`src/design/abm_pkg.sv`:
```
package abm_pkg;
	// ----------------------------------------
	// Function codes
	// ----------------------------------------
	localparam logic [2:0] FC_USER_DATA = 3'h1;
	localparam logic [2:0] FC_USER_PROG = 3'h2;
	localparam logic [2:0] FC_SUPV_DATA = 3'h5;
	localparam logic [2:0] FC_SUPV_PROG = 3'h6;
	localparam logic [2:0] FC_CPU_SPACE = 3'h7;
	// ----------------------------------------
	// Address layout and reset values
	// ----------------------------------------
	localparam int ADDR_W = 24;
	localparam int DATA_W = 16;
	localparam int IACK_HI_W = 20;
	localparam logic [19:0] IACK_HI = 20'hfffff;
	localparam logic [7:0] TAS_SET_MASK = 8'h80;
	localparam int SYNC_STAGES = 2;
	localparam logic [15:0] DATA_RST = 16'h0000;
	// ----------------------------------------
	// Types
	// ----------------------------------------
	typedef enum logic [2:0] {
		K_READ,
		K_WRITE,
		K_RMW,
		K_IACK,
		K_BKPT
	} abm_kind_e;
	typedef struct packed {
		abm_kind_e kind;
		logic byte_op;
		logic supervisor;
		logic prog_fetch;
		logic [2:0] level;
		logic [23:0] addr;
		logic [15:0] wdata;
	} abm_req_s;
	typedef struct packed {
		logic [15:0] rdata;
		logic fault;
		logic autovec;
	} abm_rsp_s;
endpackage

```
`src/design/abm_master.sv`:
```
`timescale 1ns/1ns
module abm_master
(
	// Clock and reset
	input wire logic mclk,
	input wire logic rst_n,
	// Core request and answer
	input wire logic req_valid,
	output logic req_ready,
	input abm_pkg::abm_req_s req,
	output logic rsp_valid,
	output abm_pkg::abm_rsp_s rsp,
	input wire logic core_halt_req,
	input wire logic core_reset_req,
	// Address and data pins
	output logic [23:1] addr_out,
	output logic addr_oe,
	input wire logic [15:0] data_in,
	output logic [15:0] data_out,
	output logic data_oe,
	// Control outputs
	output logic address_strobe_n,
	output logic read_write,
	output logic upper_byte_strobe_n,
	output logic lower_byte_strobe_n,
	output logic sync_mem_valid_n,
	output logic [2:0] function_code,
	output logic ctrl_oe,
	output logic grant_out_n,
	// Slave answers, and the grant confirm of a new master
	input wire logic transfer_ack_n,
	input wire logic bus_fault_in_n,
	input wire logic sync_periph_sel_n,
	input wire logic grant_confirm_n,
	// Open-drain halt and reset
	input wire logic halt_in_n,
	output logic halt_out,
	output logic halt_oe,
	output logic reset_out,
	output logic reset_oe
);
	typedef enum logic [3:0] {
		ST_IDLE, ST_S0, ST_S1, ST_S2, ST_S3, ST_S4, ST_WAIT,
		ST_S5, ST_S6, ST_S7, ST_MOD
	} abm_state_e;

	// ----------------------------------------
	// Input synchronisers
	// ----------------------------------------
	// Data passes the same two stages as the acknowledges, so a latch two
	// cycles after recognition sees data that was stable with the ack.
	logic [3:0] ctl_m_q, ctl_s_q;
	logic [3:0] ctl_raw;
	logic [15:0] dat_m_q, dat_s_q;
	logic halt_m_q, halt_s_q;
	assign ctl_raw = {grant_confirm_n, sync_periph_sel_n,
		bus_fault_in_n, transfer_ack_n};
	always_ff @(posedge mclk)
	begin
		if (!rst_n)
		begin
			ctl_m_q <= 4'hf;
			ctl_s_q <= 4'hf;
			halt_m_q <= 1'b1;
			halt_s_q <= 1'b1;
		end
		else
		begin
			ctl_m_q <= ctl_raw;
			ctl_s_q <= ctl_m_q;
			halt_m_q <= halt_in_n;
			halt_s_q <= halt_m_q;
		end
	end
	always_ff @(posedge mclk)
	begin
		if (!rst_n)
		begin
			dat_m_q <= abm_pkg::DATA_RST;
			dat_s_q <= abm_pkg::DATA_RST;
		end
		else
		begin
			dat_m_q <= data_in;
			dat_s_q <= dat_m_q;
		end
	end

	logic ack_s, fault_s, vpa_s, granted_s, halted_s, term;
	assign ack_s = !ctl_s_q[0];
	assign fault_s = !ctl_s_q[1];
	assign vpa_s = !ctl_s_q[2];
	assign granted_s = !ctl_s_q[3];
	assign halted_s = !halt_s_q;
	assign term = ack_s | fault_s | vpa_s;

	// ----------------------------------------
	// Sequencer
	// ----------------------------------------
	abm_state_e state_q, state_d;
	abm_pkg::abm_req_s cur_q;
	logic wr_phase_q, fault_q, vpa_q;

	function automatic logic is_rmw(input abm_pkg::abm_kind_e k);
		is_rmw = (k == abm_pkg::K_RMW);
	endfunction

	function automatic logic [2:0] fc_of(input abm_pkg::abm_req_s r);
		if (r.kind == abm_pkg::K_IACK || r.kind == abm_pkg::K_BKPT)
			fc_of = abm_pkg::FC_CPU_SPACE;
		else if (r.supervisor && r.prog_fetch)
			fc_of = abm_pkg::FC_SUPV_PROG;
		else if (r.supervisor)
			fc_of = abm_pkg::FC_SUPV_DATA;
		else if (r.prog_fetch)
			fc_of = abm_pkg::FC_USER_PROG;
		else
			fc_of = abm_pkg::FC_USER_DATA;
	endfunction

	assign req_ready = (state_q == ST_IDLE) && !halted_s && !granted_s;

	always_comb
	begin
		state_d = state_q;
		case (state_q)
			ST_IDLE: if (req_valid && req_ready) state_d = ST_S0;
			ST_S0: state_d = ST_S1;
			ST_S1: state_d = ST_S2;
			ST_S2: state_d = ST_S3;
			ST_S3: state_d = ST_S4;
			ST_S4: state_d = term ? ST_S5 : ST_WAIT;
			ST_WAIT: state_d = term ? ST_S5 : ST_WAIT;
			ST_S5: state_d = ST_S6;
			ST_S6: state_d = ST_S7;
			ST_S7:
			begin
				if (is_rmw(cur_q.kind) && !wr_phase_q && !fault_q)
					state_d = ST_MOD;
				else
					state_d = ST_IDLE;
			end
			ST_MOD: state_d = ST_S0;
			default: state_d = ST_IDLE;
		endcase
	end

	always_ff @(posedge mclk)
	begin
		if (!rst_n)
			state_q <= ST_IDLE;
		else
			state_q <= state_d;
	end

	// Latched request; test-and-set forces a byte access
	always_ff @(posedge mclk)
	begin
		if (!rst_n)
		begin
			cur_q <= '0;
			wr_phase_q <= 1'b0;
		end
		else if (state_q == ST_IDLE && state_d == ST_S0)
		begin
			cur_q <= req;
			if (is_rmw(req.kind))
				cur_q.byte_op <= 1'b1;
			wr_phase_q <= (req.kind == abm_pkg::K_WRITE);
		end
		else if (state_q == ST_MOD)
		begin
			// Modify step: set the semaphore bit on both lanes
			cur_q.wdata <= rsp.rdata | {abm_pkg::TAS_SET_MASK,
				abm_pkg::TAS_SET_MASK};
			wr_phase_q <= 1'b1;
		end
	end

	// Termination kind
	always_ff @(posedge mclk)
	begin
		if (!rst_n)
		begin
			fault_q <= 1'b0;
			vpa_q <= 1'b0;
		end
		else if (state_q == ST_S0)
		begin
			fault_q <= 1'b0;
			vpa_q <= 1'b0;
		end
		else if ((state_q == ST_S4 || state_q == ST_WAIT) && term)
		begin
			fault_q <= fault_s;
			vpa_q <= vpa_s && !ack_s;
		end
	end

	// ----------------------------------------
	// Read data and answer
	// ----------------------------------------
	logic reading;
	assign reading = !wr_phase_q && cur_q.kind != abm_pkg::K_BKPT;
	// One process owns the whole answer struct
	always_ff @(posedge mclk)
	begin
		if (!rst_n)
		begin
			rsp_valid <= 1'b0;
			rsp <= '{abm_pkg::DATA_RST, 1'b0, 1'b0};
		end
		else
		begin
			rsp_valid <= (state_q == ST_S7) && (state_d == ST_IDLE);
			rsp.fault <= fault_q;
			rsp.autovec <= vpa_q;
			if (state_q == ST_S6 && reading)
			begin
				if (!cur_q.byte_op)
					rsp.rdata <= dat_s_q;
				else if (cur_q.addr[0])
					rsp.rdata <= {8'h00, dat_s_q[7:0]};
				else
					rsp.rdata <= {8'h00, dat_s_q[15:8]};
			end
		end
	end

	// ----------------------------------------
	// Pin drivers
	// ----------------------------------------
	// Strobes and enables are registered from the next state, address, code and data in S0,
	// so every edge leaves a flop cleanly; this is the deskew of what the master issues.
	logic busy_d, as_on_d, ds_on_d, hold_as_d;
	assign busy_d = (state_d != ST_IDLE);
	// Strobe held from the read's S7 to the write's S1; keyed on the current
	// state so an idle block never inherits the last test-and-set
	assign hold_as_d = is_rmw(cur_q.kind) && !fault_q &&
		((!wr_phase_q && state_d inside {ST_S7, ST_MOD}) ||
		state_q == ST_MOD || (wr_phase_q && state_q == ST_S0));
	assign as_on_d = hold_as_d || (state_d inside
		{ST_S2, ST_S3, ST_S4, ST_WAIT, ST_S5, ST_S6});
	assign ds_on_d = (wr_phase_q ? (state_d inside
		{ST_S4, ST_WAIT, ST_S5, ST_S6}) : (state_d inside
		{ST_S2, ST_S3, ST_S4, ST_WAIT, ST_S5, ST_S6}))
		&& cur_q.kind != abm_pkg::K_BKPT;

	always_ff @(posedge mclk)
	begin
		if (!rst_n)
		begin
			addr_out <= '0;
			function_code <= abm_pkg::FC_USER_DATA;
			read_write <= 1'b1;
			address_strobe_n <= 1'b1;
			upper_byte_strobe_n <= 1'b1;
			lower_byte_strobe_n <= 1'b1;
			data_out <= abm_pkg::DATA_RST;
			data_oe <= 1'b0;
		end
		else
		begin
			if (state_q == ST_S0)
			begin
				function_code <= fc_of(cur_q);
				if (cur_q.kind == abm_pkg::K_IACK)
					addr_out <= {abm_pkg::IACK_HI, cur_q.level};
				else if (cur_q.kind == abm_pkg::K_BKPT)
					addr_out <= '0;
				else
					addr_out <= cur_q.addr[23:1];
				read_write <= !wr_phase_q;
				data_out <= cur_q.byte_op ? {cur_q.wdata[7:0],
					cur_q.wdata[7:0]} : cur_q.wdata;
			end
			else if (state_d == ST_IDLE)
				read_write <= 1'b1;
			address_strobe_n <= !as_on_d;
			upper_byte_strobe_n <= !(ds_on_d &&
				(!cur_q.byte_op || !cur_q.addr[0]));
			lower_byte_strobe_n <= !(ds_on_d &&
				(!cur_q.byte_op || cur_q.addr[0]));
			data_oe <= wr_phase_q && busy_d &&
				!(state_d inside {ST_S0, ST_S1});
		end
	end

	// Float: halt frees address and data; a new master frees controls too
	always_ff @(posedge mclk)
	begin
		if (!rst_n)
		begin
			addr_oe <= 1'b1;
			ctrl_oe <= 1'b1;
		end
		else
		begin
			addr_oe <= busy_d || !(halted_s || granted_s);
			ctrl_oe <= busy_d || !granted_s;
		end
	end

	// Synchronous peripheral transfers are not run here; grant is driven
	// inactive by this block and the arbiter owns the real grant timing.
	assign sync_mem_valid_n = 1'b1;
	assign grant_out_n = 1'b1;

	always_ff @(posedge mclk)
	begin
		if (!rst_n)
		begin
			halt_oe <= 1'b0;
			reset_oe <= 1'b0;
		end
		else
		begin
			halt_oe <= core_halt_req;
			reset_oe <= core_reset_req;
		end
	end
	assign halt_out = 1'b0;
	assign reset_out = 1'b0;
endmodule // abm_master

```
`config.mk`:
```
export PLATFORM = sky130hd
export DESIGN_NAME = abm_master
export DESIGN_NICKNAME = d
export VERILOG_FILES = /design/src/design/abm_pkg.sv /design/src/design/abm_master.sv
export SDC_FILE = /design/constraint.sdc
export NUM_CORES = 1
export LEC_CHECK = 0
export ABC_CLOCK_PERIOD_IN_PS = 4400
export BUFFER_PORTS_ARGS = -buffer_cell sky130_fd_sc_hd__buf_2
export CAP_MARGIN = 20
export CORE_AREA = 2 2 85 147
export CTS_BUF_LIST = sky130_fd_sc_hd__clkbuf_16
export DETAILED_ROUTE_END_ITERATION = 12
export DIE_AREA = 0 0 87 149
export PLACE_DENSITY = 0.8
export SETUP_SLACK_MARGIN = 0.15
export SLEW_MARGIN = 10
export SYNTH_ARGS = -nofsm -noshare
export SYNTH_HDL_FRONTEND = slang
export SYNTH_SLANG_ARGS = --single-unit
```
`constraint.sdc`:
```
create_clock -name mclk -period 4.4 [get_ports mclk]
set_clock_uncertainty 0.1 [all_clocks]
set_input_delay 0.22 -clock mclk [delete_from_list [all_inputs] [get_ports mclk]]
set_output_delay 0.22 -clock mclk [all_outputs]
set_load 0.01 [all_outputs]
```
# Word level (Yosys, flattened, before mapping)
# Index checks and enable logic that the tools add are counted.
[op_classes]
n_eq_ne = 26
muxes = 21
bitwise_logic = 3
n_reduce_logical = 56
[ops]
columns = ["op", "count"]
rows = [
  ["2-to-1 mux 16 bit", 4],
  ["2-to-1 mux 23 bit", 2],
  ["one-hot mux 4 bit (10 select lines)", 1],
  ["equality test 4 x 3 -> 1 bit (second input constant)", 8],
  ["equality test 4 bit (second input constant)", 6],
  ["logical AND 1 bit", 21],
  ["equality test 4 x 2 -> 1 bit (second input constant)", 4],
  ["zero test 1 bit", 14],
  ["logical OR 1 bit", 10],
  ["equality test 3 x 2 -> 1 bit (second input constant)", 3],
  ["2-to-1 mux 3 bit", 3],
  ["equality test 4 x 1 -> 1 bit (second input constant)", 2],
  ["zero test 4 bit", 2],
  ["2-to-1 mux 4 bit", 2],
  ["2-to-1 mux 8 bit", 1],
  ["nonzero test 2 bit", 4],
  ["nonzero test 4 bit", 2],
  ["2-to-1 mux 1 bit", 7],
  ["nonzero test 6 bit", 1],
  ["OR reduction 2 bit", 2],
  ["equality test 3 x 1 -> 1 bit (second input constant)", 1],
  ["equality test 3 bit (second input constant)", 1],
  ["!= test 3 bit (second input constant)", 1],
  ["2-to-1 mux 2 bit", 1],
  ["2 further kinds", 3],
]
[totals]
reg_bits = 168
input_bits = 75
output_inout_bits = 75
word_cells = 139

# Longest topological paths before layout
[depth]
word_depth = 14
ltp_mapped = 8
mapped_depth_nobuf = 5

# Worst setup path after synthesis
# OpenSTA, ideal clock, no wires.
[synth_path]
kind = "register -> register"
from = "register state_q[3]"
to = "register cur_q[15] (netlist bit)"
setup_ns = 0.119
t_arrival_ns = 1.512
required_ns = 4.181
path_slack_ns = 2.669
stages_incl_launch_ff = 8
period_less_slack_ns = 1.731
path_cell_list = "dfxtp_1 buf_4 nor4_2 and4_4 buf_6 or3_4 and2_4 o221a_1"
[synth_via]
elab_chain_cells = 9
word_cells_on_any_way = 21
classes_between = "eq/ne: 11; mux: 3; reduce/logical: 7"
[synth_rtl]
columns = ["item", "line_no", "source"]
rows = [
  ["start, declared", "abm_master.sv:100", "abm_state_e state_q, state_d;"],
  ["start signal, assigned", "abm_master.sv:153", "state_q <= state_d;"],
  ["zero test 4 bit", "abm_master.sv:121, abm_master.sv:126, abm_master.sv:164", ""],
  ["logical AND 1 bit (2 in a row)", "abm_master.sv:121", "assign req_ready = (state_q == ST_IDLE) && !halted_s && !granted_s;"],
  ["logical AND 1 bit", "abm_master.sv:127", "ST_IDLE: if (req_valid && req_ready) state_d = ST_S0;"],
  ["2-to-1 mux 4 bit", "abm_master.sv:127", ""],
  ["one-hot mux 4 bit (10 select lines)", "abm_master.sv:126", "case (state_q)"],
  ["equality test 4 x 1 -> 1 bit", "abm_master.sv:164", "else if (state_q == ST_IDLE && state_d == ST_S0)"],
  ["logical AND 1 bit", "abm_master.sv:164", ""],
  ["2-to-1 mux 16 bit or nonzero test 2 bit (tied branches)", "--", ""],
  ["end signal, assigned", "abm_master.sv:166", "cur_q <= req;"],
  ["end, declared", "abm_master.sv:101", "abm_pkg::abm_req_s cur_q;"],
]
# Parallel ways exist; a longest one is shown, timed or not.
# A chain may end at the register's enable or synchronous reset.

# Final worst setup path
[layout_path]
from = "register state_q[1]"
to = "register addr_out[7] (netlist bit)"
[layout_via]
elab_chain_cells = 1
[layout_rtl]
columns = ["item", "line_no", "source"]
rows = [
  ["equality test 4 x 1 -> 1 bit", "abm_master.sv:264", "if (state_q == ST_S0)"],
  ["end signal, assigned", "abm_master.sv:268", "addr_out <= {abm_pkg::IACK_HI, cur_q.level};"],
  ["end signal, assigned", "abm_master.sv:272", "addr_out <= cur_q.addr[23:1];"],
  ["end, declared", "abm_master.sv:16", "output logic [23:1] addr_out,"],
]
# No other way between the ends.

==> metrics.md <==
| Metric | Value |
|---|---|
| Final #Nets | `936` |
| Element type at the critical path end | `flop` |
| H-tree depth | `4` |
| Maximum vdd drop | `0.000309 V` |
| YS warnings | `0` |
| Highest clock rate | `415 MHz` |
| Drt first-iter violations | `292` |
| Routed Antenna Nets | `0` |
| Grt total ovfl | `0` |
| Std-Cell Rows | `53` |
| Period utilization | `54.8%` |
| RSZ-0062 raised after global routing | `false` |
| Crit path buffers/inverters | `0` |
| Status | `finished clean` |
| #FFs+latches synth | `168` |
| Syn-to-layout area delta | `31.3%` |
| Final Cell Area | `8310 um^2` |
| Dpl cell area | `about 7000 um^2` |
| Worst-path clk slew | `0.06 ns` |
| Worst Setup SP | `state_q[1]` |
| Hold Crit Start | `rst_n` |
| WL final | `between 10,000 and 15,000 um` |
| Core area | `between 10,000 and 15,000 um^2` |
| CP Data Required Time | `roughly 4.6 ns` |
| Global placement routability congestion | `roughly 0.84` |
| Crit path arrival time | `2.64 ns` |
| Setup TNS | `0 ns` |
| CTS max path bufs | `2` |
| Minimum clock period | `2.41 ns` |
| Final Hold Violating Endpoints | `0` |
| Post-synth top area cell | `dfxtp_1` |
| Hold crit path type | `in2reg` |
| Cts bufs inserted | `17` |
| DR pass1 iterations | `5` |
| Crit path max fanout | `20` |
| Syn Std Cell Area | `6330 um^2` |
| Critical path class | `reg2reg` |
| Hold WS | `0.0412 ns` |
| Layout cells sized above 1 | `21.7%` |
| GRT Resource Usage Total | `22.6%` |
| Sequential area share after synthesis | `a little over half` |
| Via count | `5,225` |
| Via-per-instance ratio | `between 5 and 6` |
| Die X | `between 80 and 90 um` |
| Final core utilization | `a little over two thirds` |
| Buffers on Ports | `145` |
| Power per cell area | `434 nW/um^2` |
| Die area | `between 10,000 and 15,000 um^2` |
| Distinct cell type count after synthesis | `49` |
| Pleak | `3.81 nW` |
| Most area-consuming cells after synthesis | `dfxtp_1, nand2_1, a21boi_0` |
| Wirelength per Cell | `14.3 um` |
| Max-Cap Viols | `0` |
| Number of buffers inserted by hold repair at cts | `71` |
| CP top delay family | `simple AND/OR/NAND/NOR gates` |
| Most frequent CP cell | `nor2_1` |
| Post-Syn Area per Cell | `9.39 um^2` |
| Remaining DRCs | `0` |
| Starting density of the core | `53.3%` |
| I/O pins | `150` |
| CP max-delay cell | `nand3b_1` |
| Root Driver | `clkbuf_16` |
| First-pass GRT wire length | `around 23,000 um` |
| Number of global-route vias before repair | `a little over 5,000` |
| Initial antenna violation count | `0` |
| Crit-path cells | `nor2_1 > nand3b_1 > nor2_1 > nand2_1 > o21ai_0` |
| Largest net degree at the start of global routing | `146` |
| Yosys top cell area share | `53.1%` |
| Power, Total | `~3.6 mW` |
| Die height | `149 um` |
| Mapped Cells | `~670` |
| Post-CTS Setup Bufs | `0` |
| Post-DP HPWL | `9360 um` |
| Max Slew Vio Count | `0` |
| Antenna cells | `0` |
| CP Launch Type | `flop` |
| Setup violators final | `0` |
| Clock sink total | `168` |
| CTS tree | `yes` |
| Worst-Margin Slew | `between 0.8 and 0.9 ns` |
| Clock Latency Late Sink | `0.41 ns` |
| Max stage delay on crit path | `roughly 0.55 ns` |
| Max transition margin | `between 40% and 50%` |
| Post-CTS sizing | `0` |
| Worst reg2reg startpoint | `state_q[1]` |
[final timing paths]
path | endpoint | slack (ns) | cells past startpoint
setup / recovery | addr_out[7] | 1.99 | 5
hold / removal | ctl_m_q[3] | 0.04 | 2
setup reg to reg | addr_out[7] | 1.99 | 5
hold reg to reg | halt_s_q | 0.31 | 1
[synthesized netlist by cell type, drive strengths merged]
library cell,instances
nor4,2
o311a,1
clkbuf,32
o21a,1
o221a,2
nor2,42
a31oi,1
a311o,1
xnor2,1
nand2,153
nor3,5
nand3b,9
o21ai,27
mux2i,30
a221oi,3
and4,2
a21boi,49
nor3b,6
inv,3
or4,1
xor2,1
nand3,2
buf,23
nand2b,16
nor4b,2
o211a,30
dfxtp,168
a21oi,6
and3,2
and3b,1
nor2b,2
and2,39
o31a,1
or3,1
o31ai,1
conb,2
and2b,1
a211oi,3
a32oi,1
a2bb2oi,1
[where the power goes]
group          internal (mW)  switching [mW]
combinational          0.249           0.273
sequential              1.63          0.0819
clock                  0.780           0.594
total                   2.66           0.949
[placed cells by master, fill, tap and decap left out, types with 3 or more instances in the layout]
master,netlist,routed
buf_2,13,144
o211a_1,30,30
clkinv_2,0,4
inv_1,3,4
nand2b_1,16,16
nor2_1,42,42
nor3b_1,5,5
and2_1,38,38
dlygate4sd3_1,0,71
a21boi_0,48,48
a21oi_1,6,6
mux2i_1,30,30
inv_6,0,3
nand2_1,152,151
nand3b_1,9,9
buf_4,9,3
conb_1,2,4
nor3_1,5,5
o21ai_0,25,25
a211oi_1,3,3
a221oi_1,3,3
clkbuf_16,0,17
dfxtp_1,168,168
[logic make-up (layout without fill, tap and decap cells)]
family	Yosys count	count (layout)	synth area share, %
and+or+nand+nor	286	286	22.0
other	2	4	0.119
muxes	30	30	4.74
buffers and inverters	58	256	4.35
DFF	168	168	53.1
AOI/OAI and AO/OA	128	128	15.4
xor gates and xnor gates	2	2	0.277
[registers in the layout (all words and copies together), names as in the netlist, 3 cells and up]
signal / cells
ctl_s_q: 4
function_code: 3
ctl_m_q: 4
cur_q: 49
rsp: 18
addr_out: 23
dat_s_q: 16
state_q: 4
data_out: 16
dat_m_q: 16
[worst register-to-register path: stages (launching register included)]
cell and delay (ns):
dfxtp_1 0.45, nor2_1 0.34, nand3b_1 0.55, nor2_1 0.25, nand2_1 0.35, o21ai_0 0.30
[metal layers]
metal / vias up / wire (um) / track usage (%)
met4: 0 / 444 / 11.7
met1: 2420 / 5860 / 24.6
met5: - / 0 / 0
met3: 37 / 656 / 5.31
li1: 2610 / - / -
met2: 158 / 7460 / 39.8
[metrics by stage]
| step | cells | setup WS, ns |
|---|---|---|
| after CTS | 1008 | 1.86 |
| after detailed placement | 905 | 1.88 |
| after global routing | 1011 | 1.67 |
| after floorplan | 676 | 2.67 |
| final | 1011 | 1.99 |
| after global placement | 905 | 2.00 |
[final cells by class]
type | count | area, um^2
fill | 870 | 3560
clock buffer | 17 | 425
tap | 137 | 171
clock inverter | 15 | 128
inverter | 3 | 11.3
multi-input combinational | 450 | 2700
sequential | 168 | 3360
timing repair buffer | 221 | 1510
Power figures use the tool's default switching activity.
